===== src/rtl/fmc_pkg.sv =====
// package: register map, field positions, reset values and carrier types for the fan monitor bank
package fmc_pkg;
	localparam logic [7:0] FMC_ADDR_CFG6     = 8'h10;
	localparam logic [7:0] FMC_ADDR_CFG7     = 8'h11;
	localparam logic [7:0] FMC_ADDR_TEMP_B   = 8'h1A;
	localparam logic [7:0] FMC_ADDR_TEMP_C   = 8'h1B;
	localparam logic [7:0] FMC_ADDR_TEMP_D   = 8'h1C;
	localparam logic [7:0] FMC_ADDR_CURMON   = 8'h1D;
	localparam logic [7:0] FMC_ADDR_TERMV    = 8'h1E;
	localparam logic [7:0] FMC_ADDR_EXTRES   = 8'h1F;
	localparam logic [7:0] FMC_ADDR_TEMP_A   = 8'h33;
	localparam logic [7:0] FMC_CFG6_RST      = 8'h00;
	localparam logic [7:0] FMC_CFG7_RST      = 8'h00;
	localparam logic [7:0] FMC_TEMP_RST      = 8'h80;
	localparam logic [7:0] FMC_MEAS_RST      = 8'h00;
	localparam logic [7:0] FMC_CFG6_WMASK    = 8'hC7;
	localparam logic [7:0] FMC_CFG7_WMASK    = 8'h1F;
	localparam logic [7:0] FMC_CFG7_UNLOCKED = 8'h02;
	localparam logic [7:0] FMC_UNMAPPED_DATA = 8'h00;
	localparam logic [3:0] FMC_EXT_RSVD      = 4'h0;
	localparam int FMC_B_SLOW_R1   = 0;
	localparam int FMC_B_SLOW_LOC  = 1;
	localparam int FMC_B_SLOW_R2   = 2;
	localparam int FMC_B_VLOW      = 6;
	localparam int FMC_B_XSLOW     = 7;
	localparam int FMC_B_HYS_DIS   = 0;
	localparam int FMC_B_FULL_SPD  = 1;
	localparam int FMC_B_WATTS     = 2;
	localparam int FMC_B_SPIN_DIS  = 3;
	localparam int FMC_B_TO_DIS    = 4;
	localparam int FMC_NUM_TEMP    = 4;

	// one register access from the serial bus engine
	typedef struct packed {
		logic       wr;
		logic       rd;
		logic [7:0] addr;
		logic [7:0] wdata;
	} fmc_req_type;

	// a ten-bit measurement result from the converter
	typedef struct packed {
		logic       valid;
		logic [9:0] value;
	} fmc_meas_type;
endpackage


===== src/rtl/fmc_sleep_ctrl.sv =====
// core-voltage-low sleep sequencer: status flag, alert, hot monitor gate, spin-up on wake
`timescale 1ns/10ps
`default_nettype none
module fmc_sleep_ctrl
	import fmc_pkg::*;
(
	input  wire logic clk,            // system clock
	input  wire logic arst_n,         // async reset, active low
	input  wire logic sleep_en,       // core-voltage-low behaviour enabled
	input  wire logic on_standby,     // running from standby supply (synchronised)
	input  wire logic vcore_below,    // core voltage below its low limit (synchronised)
	input  wire logic alert_en,       // alert output enabled
	input  wire logic status_clr,     // status flag clear pulse
	output logic      status_ff,      // sticky core-voltage-low status
	output logic      alert_ff,       // alert output level
	output logic      hot_mon_en_ff,  // processor-hot monitoring enabled
	output logic      spinup_req_ff   // one-cycle spin-up request on wake
);
	typedef enum logic [0:0] {
		FMC_AWAKE  = 1'b0,
		FMC_ASLEEP = 1'b1
	} fmc_sleep_type;

	fmc_sleep_type st_ff, nxt_st;
	logic          nxt_status;
	logic          nxt_alert;
	logic          nxt_hot;
	logic          nxt_spin;
	logic          enter;

	always_comb begin
		enter      = sleep_en && on_standby && vcore_below;
		nxt_st     = st_ff;
		nxt_spin   = 1'b0;
		nxt_status = status_ff;
		if (status_clr) begin
			nxt_status = 1'b0;
		end
		unique case (st_ff)
			FMC_AWAKE: begin
				if (enter) begin
					nxt_st = FMC_ASLEEP;
				end
			end
			FMC_ASLEEP: begin
				if (!vcore_below) begin
					nxt_st   = FMC_AWAKE;
					nxt_spin = 1'b1;
				end
			end
		endcase
		if (enter) begin
			nxt_status = 1'b1;
		end
		nxt_alert = nxt_status && alert_en;
		nxt_hot   = (nxt_st == FMC_AWAKE);
	end

	always_ff @(posedge clk or negedge arst_n) begin
		if (!arst_n) begin
			st_ff         <= FMC_AWAKE;
			status_ff     <= 1'b0;
			alert_ff      <= 1'b0;
			hot_mon_en_ff <= 1'b1;
			spinup_req_ff <= 1'b0;
		end else begin
			st_ff         <= nxt_st;
			status_ff     <= nxt_status;
			alert_ff      <= nxt_alert;
			hot_mon_en_ff <= nxt_hot;
			spinup_req_ff <= nxt_spin;
		end
	end
endmodule
`default_nettype wire


===== src/rtl/fmc_regbank.sv =====
// register bank: two configuration registers and the reading registers of the fan monitor
// How it works
// - cfg6 bits 0..2 each multiply one channel's fan smoothing times by four.
// - cfg6 bit 7 lengthens all smoothing times by a further 39.2 percent.
// - vcore-low sleep on standby sets status, raises alert, stops hot monitoring.
// - when vcore recovers, hot monitoring resumes and the spin-up request pulses in the same cycle.
// - lock bit makes both config registers read-only, except full-speed bit.
// - hysteresis is on after reset; cfg7 bit 0 set turns it off.
// - cfg7 bit 1 drives fans at maximum duty; resets 0, never locked.
// - cfg7 bit 3 holds pwm high for whole spin-up timeout, no pulse exit.
// - cfg7 bit 4 set disables the 35 ms bus timeout.
// - four read-only cpu temperature registers, one per client.
// - cpu temperature registers read 0x80 after power-on until updated.
// - current-monitor and termination-voltage registers hold 8 msbs, reset zero.
// - cfg6 resets to all zeros.
// - extended register holds term-voltage lsbs at 5:4, current-monitor lsbs at 7:6.
// - reading extended register freezes it and the msb registers until read.
`timescale 1ns/10ps
`default_nettype none
module fmc_regbank
	import fmc_pkg::*;
#(
	parameter int NUM_TEMP = FMC_NUM_TEMP
)(
	input  wire logic         clk,              // system clock, 20 MHz
	input  wire logic         arst_n,           // async reset, active low
	input  wire fmc_req_type  req,              // register access, one-cycle strobes
	input  wire logic         lock,             // lock bit of configuration register 1
	input  wire logic [7:0]   temp_in [NUM_TEMP], // cpu temperature from clients a..d
	input  wire logic [NUM_TEMP-1:0] temp_vld,  // new temperature pulse per client
	input  wire fmc_meas_type current_monitor_input,     // current-monitor result
	input  wire fmc_meas_type termination_voltage_input, // termination-voltage result
	input  wire logic         standby_pin,      // running from standby supply (async)
	input  wire logic         vcore_low_pin,    // core voltage below low limit (async)
	input  wire logic         alert_en,         // alert output enabled
	input  wire logic         status_clr,       // clear core-voltage-low status
	output logic [7:0]        rdata_ff,         // read data, valid cycle after rd
	output logic              rvalid_ff,        // read data strobe
	output logic [2:0]        slow_x4_ff,       // x4 smoothing: remote1, local, remote2
	output logic              extended_smoothing_ff,     // extra 39.2 percent smoothing
	output logic              overtemp_hysteresis_disable_ff, // hysteresis off
	output logic              full_speed_override_ff,    // all fans at max duty
	output logic              watts_display_flag_ff,     // watts display hint
	output logic              pulse_spinup_disable_ff,   // spin-up for full timeout
	output logic              bus_timeout_disable_ff,    // bus timeout off
	output logic              vlow_status_ff,   // core-voltage-low status bit
	output logic              alert_ff,         // alert output
	output logic              hot_mon_en_ff,    // processor-hot monitoring enabled
	output logic              spinup_req_ff     // wake spin-up request pulse
);
	logic [7:0] cfg6_ff, nxt_cfg6;
	logic [7:0] cfg7_ff, nxt_cfg7;
	logic [7:0] temp_ff [NUM_TEMP];
	logic [7:0] nxt_temp [NUM_TEMP];
	logic [9:0] cmon_ff, nxt_cmon;
	logic [9:0] tvolt_ff, nxt_tvolt;
	logic       frz_ff, nxt_frz;
	logic       cmon_rd_ff, nxt_cmon_rd;
	logic       tvolt_rd_ff, nxt_tvolt_rd;
	logic [7:0] nxt_rdata;
	logic [1:0] stby_sync_ff, vlow_sync_ff;
	logic       wr6, wr7;

	always_comb begin
		wr6      = req.wr && (req.addr == FMC_ADDR_CFG6);
		wr7      = req.wr && (req.addr == FMC_ADDR_CFG7);
		nxt_cfg6 = cfg6_ff;
		nxt_cfg7 = cfg7_ff;
		if (wr6 && !lock) begin
			nxt_cfg6 = req.wdata & FMC_CFG6_WMASK;
		end
		if (wr7) begin
			if (lock) begin
				nxt_cfg7 = (cfg7_ff & ~FMC_CFG7_UNLOCKED)
					| (req.wdata & FMC_CFG7_UNLOCKED);
			end else begin
				nxt_cfg7 = req.wdata & FMC_CFG7_WMASK;
			end
		end
	end

	// temperature holding registers, one per client
	genvar gi;
	generate
		for (gi = 0; gi < NUM_TEMP; gi++) begin : g_temp
			always_comb begin
				nxt_temp[gi] = temp_vld[gi] ? temp_in[gi] : temp_ff[gi];
			end
			always_ff @(posedge clk or negedge arst_n) begin
				if (!arst_n) begin
					temp_ff[gi] <= FMC_TEMP_RST;
				end else begin
					temp_ff[gi] <= nxt_temp[gi];
				end
			end
		end
	endgenerate

	// freeze after extended read; release when both msb registers are read
	always_comb begin
		nxt_frz      = frz_ff;
		nxt_cmon_rd  = cmon_rd_ff;
		nxt_tvolt_rd = tvolt_rd_ff;
		if (req.rd && req.addr == FMC_ADDR_EXTRES) begin
			nxt_frz      = 1'b1;
			nxt_cmon_rd  = 1'b0;
			nxt_tvolt_rd = 1'b0;
		end else if (frz_ff && req.rd) begin
			if (req.addr == FMC_ADDR_CURMON) begin
				nxt_cmon_rd = 1'b1;
			end
			if (req.addr == FMC_ADDR_TERMV) begin
				nxt_tvolt_rd = 1'b1;
			end
		end
		if (frz_ff && nxt_cmon_rd && nxt_tvolt_rd) begin
			nxt_frz = 1'b0;
		end
		nxt_cmon  = cmon_ff;
		nxt_tvolt = tvolt_ff;
		if (current_monitor_input.valid && !frz_ff) begin
			nxt_cmon = current_monitor_input.value;
		end
		if (termination_voltage_input.valid && !frz_ff) begin
			nxt_tvolt = termination_voltage_input.value;
		end
	end

	always_comb begin
		nxt_rdata = FMC_UNMAPPED_DATA;
		unique case (req.addr)
			FMC_ADDR_CFG6:   nxt_rdata = cfg6_ff;
			FMC_ADDR_CFG7:   nxt_rdata = cfg7_ff;
			FMC_ADDR_TEMP_A: nxt_rdata = temp_ff[0];
			FMC_ADDR_TEMP_B: nxt_rdata = temp_ff[1];
			FMC_ADDR_TEMP_C: nxt_rdata = temp_ff[2];
			FMC_ADDR_TEMP_D: nxt_rdata = temp_ff[3];
			FMC_ADDR_CURMON: nxt_rdata = cmon_ff[9:2];
			FMC_ADDR_TERMV:  nxt_rdata = tvolt_ff[9:2];
			FMC_ADDR_EXTRES: nxt_rdata = {cmon_ff[1:0], tvolt_ff[1:0], FMC_EXT_RSVD};
			default:         nxt_rdata = FMC_UNMAPPED_DATA;
		endcase
	end

	always_ff @(posedge clk or negedge arst_n) begin
		if (!arst_n) begin
			cfg6_ff      <= FMC_CFG6_RST;
			cfg7_ff      <= FMC_CFG7_RST;
			cmon_ff      <= {FMC_MEAS_RST, 2'b00};
			tvolt_ff     <= {FMC_MEAS_RST, 2'b00};
			frz_ff       <= 1'b0;
			cmon_rd_ff   <= 1'b0;
			tvolt_rd_ff  <= 1'b0;
			rdata_ff     <= FMC_UNMAPPED_DATA;
			rvalid_ff    <= 1'b0;
			stby_sync_ff <= 2'b00;
			vlow_sync_ff <= 2'b00;
		end else begin
			cfg6_ff      <= nxt_cfg6;
			cfg7_ff      <= nxt_cfg7;
			cmon_ff      <= nxt_cmon;
			tvolt_ff     <= nxt_tvolt;
			frz_ff       <= nxt_frz;
			cmon_rd_ff   <= nxt_cmon_rd;
			tvolt_rd_ff  <= nxt_tvolt_rd;
			rdata_ff     <= req.rd ? nxt_rdata : rdata_ff;
			rvalid_ff    <= req.rd;
			stby_sync_ff <= {stby_sync_ff[0], standby_pin};
			vlow_sync_ff <= {vlow_sync_ff[0], vcore_low_pin};
		end
	end

	always_ff @(posedge clk or negedge arst_n) begin
		if (!arst_n) begin
			slow_x4_ff                     <= 3'h0;
			extended_smoothing_ff          <= 1'b0;
			overtemp_hysteresis_disable_ff <= 1'b0;
			full_speed_override_ff         <= 1'b0;
			watts_display_flag_ff          <= 1'b0;
			pulse_spinup_disable_ff        <= 1'b0;
			bus_timeout_disable_ff         <= 1'b0;
		end else begin
			slow_x4_ff <= {nxt_cfg6[FMC_B_SLOW_R2], nxt_cfg6[FMC_B_SLOW_LOC],
				nxt_cfg6[FMC_B_SLOW_R1]};
			extended_smoothing_ff          <= nxt_cfg6[FMC_B_XSLOW];
			overtemp_hysteresis_disable_ff <= nxt_cfg7[FMC_B_HYS_DIS];
			full_speed_override_ff         <= nxt_cfg7[FMC_B_FULL_SPD];
			watts_display_flag_ff          <= nxt_cfg7[FMC_B_WATTS];
			pulse_spinup_disable_ff        <= nxt_cfg7[FMC_B_SPIN_DIS];
			bus_timeout_disable_ff         <= nxt_cfg7[FMC_B_TO_DIS];
		end
	end

	fmc_sleep_ctrl u_sleep (
		.clk           (clk),
		.arst_n        (arst_n),
		.sleep_en      (cfg6_ff[FMC_B_VLOW]),
		.on_standby    (stby_sync_ff[1]),
		.vcore_below   (vlow_sync_ff[1]),
		.alert_en      (alert_en),
		.status_clr    (status_clr),
		.status_ff     (vlow_status_ff),
		.alert_ff      (alert_ff),
		.hot_mon_en_ff (hot_mon_en_ff),
		.spinup_req_ff (spinup_req_ff)
	);
endmodule
`default_nettype wire


===== config.mk =====
export PLATFORM = sky130hd
export DESIGN_NAME = fmc_regbank
export DESIGN_NICKNAME = d
export VERILOG_FILES = /design/src/rtl/fmc_pkg.sv /design/src/rtl/fmc_sleep_ctrl.sv /design/src/rtl/fmc_regbank.sv
export SDC_FILE = /design/constraint.sdc
export NUM_CORES = 1
export LEC_CHECK = 0
export ABC_AREA = 0
export CAP_MARGIN = 15
export CORE_ASPECT_RATIO = 1.25
export CORE_MARGIN = 2
export CORE_UTILIZATION = 42
export DETAILED_ROUTE_END_ITERATION = 16
export DONT_BUFFER_PORTS = 1
export PLACE_DENSITY = 0.56
export REMOVE_ABC_BUFFERS = 1
export SLEW_MARGIN = 20
export SYNTH_ARGS = -nofsm -noshare
export SYNTH_HDL_FRONTEND = slang
export SYNTH_HIERARCHICAL = 1
export SYNTH_SLANG_ARGS = --single-unit

===== constraint.sdc =====
create_clock -name clk -period 1.85 [get_ports clk]
set_input_delay 0.37 -clock clk [delete_from_list [all_inputs] [get_ports clk]]
set_output_delay 0.37 -clock clk [all_outputs]
set_load 0.02 [all_outputs]

======== Word-level counts from Yosys, hierarchy flattened ========
Cells that the tools add are included.
cells by class
  bitwise gates (word level) .............. 3
  div/mod/pow operators ................... 0
  shifts and indexed selects .............. 0
  order comparisons ....................... 0
  mux-type cells .......................... 19
  reductions and logical operators ........ 15
  $add $sub $neg .......................... 0
  equality and inequality tests ........... 9
  multiply operators ...................... 0
operator list
  kind                                            number
  one-hot mux 8 bit (9 select lines)              1
  == test 8 x 5 -> 1 bit (second input constant)  8
  2-to-1 mux 8 bit                                2
  2-to-1 mux 1 bit                                14
  logical AND 1 bit                               12
  == test 8 x 6 -> 1 bit (second input constant)  1
  bitwise OR 8 x 2 -> 8 bit                       1
  2-to-1 mux 5 bit                                1
  logical NOT 1 bit                               2
  NOT 1 bit                                       2
  one-hot mux 1 bit (2 select lines)              1
  nonzero test 2 bit                              1
word-level totals
  memory bits (writable) .................. 0
  memory bits (read-only) ................. 0
  bits in registers ....................... 95
  output and inout bits ................... 22
  latch bits .............................. 0
  memories kept ........................... 0
  logic and storage cells ................. 75

======== Logic depth before layout (Yosys ltp) ========
  word-level depth ........................ 7
  depth in mapped cells ................... 7

======== Hierarchy ========
Netlist, hierarchy kept.
modules (own cells, without submodules)
  module          area each (um2)  cells each  instances
  fmc_regbank     3512.1           259         1
  fmc_sleep_ctrl  173.9            13          1

======== Worst setup path before layout ========
Ideal clock, no wire load.
  path type ............................... in2reg
  from .................................... in req[9] (netlist bit)
  to ...................................... reg cfg6_ff[2]
  data arrival time ....................... 1.817 ns
  slack ................................... -0.094 ns
  stages .................................. 7
  setup time .............................. 0.127 ns
  path through ............................ buf_2 > or3_1 > buf_2 > nor3_4 > and3b_1 > buf_4 > mux2_1
on the way
  longest elaborated chain between the ends .. 4
RTL lines
  element                 RTL line            text
  start: declaration      fmc_regbank.sv:27   input wire fmc_req_type req,
  == test 8 x 5 -> 1 bit  fmc_regbank.sv:65   wr6 = req.wr && (req.addr == FMC_ADDR_CFG6);
  logical AND 1 bit       fmc_regbank.sv:65
  logical AND 1 bit       fmc_regbank.sv:69   if (wr6 && !lock) begin
  2-to-1 mux 8 bit        fmc_regbank.sv:69
  end signal: assignment  fmc_regbank.sv:159  cfg6_ff <= nxt_cfg6;
  end: declaration        fmc_regbank.sv:51   logic [7:0] cfg6_ff, nxt_cfg6;
Every way passes these cells.
A chain may end at the register's enable or synchronous reset.

======== Worst setup path in the final report ========
  from .................................... in req[10] (netlist bit)
  to ...................................... reg cfg6_ff[6]
on the way
  longest elaborated chain between the ends .. 3
RTL lines
  element                 RTL line
  == test 8 x 5 -> 1 bit  fmc_regbank.sv:65
  logical AND 1 bit       fmc_regbank.sv:65
  logical AND 1 bit       fmc_regbank.sv:69
Every way passes these cells.

==> impl_metrics.toml <==
[place]
hpwl_um = 6433
portBuffers = 0
gp_congestion = 0.7793
dp_slack_ns = -0.04049
dpl_cell_area_um2 = 3836

[sta]
fin_tns_setup_ns = 0
relSlewSlack_pct = 68.47
setup_violations = 0
fmax_ghz = 0.6620
worst_pin_slew_ns = 0.4709
rsz0062_at_grt = "no"
skew_ns = 0.004925
period_share_pct = 81.65
hold_viol = 83
drv_slew = 0
period_needed_ns = 1.511
whs_ns = -0.3040
fin_ws_ns = 0.3394

[pwr]
leakage_nw = 1.684
ir_drop_mv = 0.3608
powerDensity_nw_per_um2 = 904.8

[synthesis]
synth_xor_area_share_pct = 0
synth-simple-area-share_pct = 8.418
yosysSeqAreaShare_pct = 56.52
synth_fa_ha_area_share_pct = 0
synth_edf_count = 0
muxShareOfSynthArea_pct = 22.03
ys_warn_count = 6
synth-compound-area-share_pct = 10.90
async_flop_share_pct = 100.0
synthCells = 272
synthTopCellsByArea = "dfrtp_1, mux2_2, mux2_1"
synth_cell_type_count = 45
avgSynthCellArea_um2 = 13.55
synth-main-ff-cell = "dfrtp_1"
synth_top_cell_area_share_pct = 52.95
synth_top_area_cell = "dfrtp_1"
synth_top_family_by_area = "multiplexers"
syn-cell-area_um2 = 3686
ys_ff_latch = 83

[cts]
cts_resized = 0
clkLatencyLatePin_ns = 0.36
cts_tree = "built"
cts.sinks = 83
cts_buffer_depth = 2
clkSlewWorstSetupHoldPaths_ns = 0.08
htreeDepth = 3
numCtsBuffers = 9
cts-root-buf = "clkbuf_8"
cts_setup_buffers = 0

[finish]
post_route_cells_drive_above_1_share_pct = 31.23
syn_to_final_growth_pct = 10.39
nNetsFinal = 363
layout_common_cells = "dfrtp_1, mux2_2, mux2_1, a22oi_1, clkbuf_8"
mostFrequentLayoutCell = "dfrtp_1"
layout.area.seq_um2 = 2083
multiInputGateArea_um2 = 1524
fill_cells = 791
final_area_um2 = 4069
diodes = 0

[detailed_routing]
dr.pass1.iters = 4
drt-wirelength-per-cell_um = 21.46
num_vias = 2286
drt_wl_total_um = 8690
drcViolationCount = 0
first_iter_violations = 130
viasPerCell = 5.644
ant_nets = 0

[critical_path]
cp_max_fo = 16
startpoint = "req[10]"
arrival_ns = 1.76
reg2reg_to = "rdata_ff[4]"
reg2regPathDepth = 4
slowest_stage = "or4b_4"
r2r-start = "tvolt_ff[6]"
max_stage_delay_ns = 0.56
crit_chain = "or4b_4 > nor3_4 > and3b_1 > mux2_1"
cpLargestDelayFamily = "simple AND/OR/NAND/NOR gates"
endpoint_kind = "flop"
required_ns = 2.10
reg2reg_slack_ns = 0.51
path_class = "input pin to flop"
crit_buf_inv = 0
start_kind = "input pin"

[outcome]
violations = "negative hold slack"
status = "finished with violations"

[global_route]
grt_start_max_net_pins = 84
grt_overflow_total = 0
grt_first_pass_wirelength_um = 12940
grt_use_total_pct = 18.93
antenna_found_initial = 0
grt_pass1_vias = 2355

[flow_run]
maxCapViolCount = 0

[worst_hold_path]
hp-class = "input pin to async pin"

[floorplanning]
rows = 38
start_util_pct = 42.83
die_w_um = 87.79
die_h_um = 108.7
core_area_um2 = 8606
io_pins = 105
dieArea_um2 = 9546
-- cells in the mapped netlist, types with 2 or more instances --
cell       instances
a211oi_1           4
a21oi_1            3
a221o_1            3
a222oi_1           2
a22oi_1           12
a31oi_1            2
and2_1             4
and3b_1            2
buf_2              3
buf_4              4
clkbuf_1           8
dfrtp_1           78
dfstp_2            5
mux2_1            12
mux2_2            53
mux2i_1            8
nand2_1            8
nand3_1            4
nand3b_1           3
nor2_1             7
nor2b_1            3
nor3_1             3
o21ai_0            4
o21ai_1            3
o22ai_1            6
o2bb2ai_1          9
-- sequential cells by signal, summed over array words and instances, names as in the netlist, 2 cells and up --
name	cells
cfg6_ff	3
cfg7_ff	5
cmon_ff	10
rdata_ff	8
slow_x4_ff	2
stby_sync_ff	2
temp_ff	32
tvolt_ff	10
vlow_sync_ff	2
-- metrics by stage --
step | power, mW | std cells | utilization, %
2_1_floorplan | 2.256 | 257 | -
3_3_place_gp | 2.324 | 387 | 44.58
3_5_place_dp | 2.338 | 387 | 44.58
4_1_cts | 3.735 | 403 | 47.05
5_1_grt | 3.859 | 405 | 47.28
6_report | 3.681 | 405 | 47.28
-- per-layer routing --
layer  share of wire (%)  wire length [um]  GRT usage, %  up-vias
met3                 6.5               567         6.283       13
met4                 2.2               194         8.681        0
met5                   0                 0             0        -
met1                  42              3623         23.17     1163
li1                    -                 -             -     1041
met2                  50              4304         30.14       69
-- final cells by class --
class	instances	area share (%)
well taps	120	3.690
flip-flops and latches	83	51.20
repair buffers	12	2.337
clock buffers	12	4.059
inverters	1	0.09225
clock inverters	4	1.169
multi-input cells	173	37.45
-- power breakdown --
group,switching (mW),leakage (nW),internal [mW]
Clock,0.652,0.108,0.730
Combinational,0.0942,0.556,0.166
Sequential,0.0871,1.02,1.95
Total,0.833,1.68,2.85
-- worst reg2reg max path: stages (launching register included) --
cell and delay (ns):
dfrtp_1 0.38, mux2_1 0.32, a22oi_1 0.25, o32a_1 0.21
a22oi_1 0.07
-- cells by family after synthesis --
group | after synthesis
flops | 83
compound gates | 54
buf+inv | 16
simple gates | 46
mux | 73
-- how the worst max path moves through the flow --
stage,cells after the start,slack [ns],end
after floorplan,4,-0.008,cfg6_ff[2]
after global placement,4,-0.02,cfg6_ff[2]
after detailed placement,4,-0.04,cfg6_ff[2]
after CTS,4,0.36,cfg6_ff[6]
after global routing,4,0.31,slow_x4_ff[0]
final,4,0.34,cfg6_ff[6]
Power figures use the tool's default switching activity.
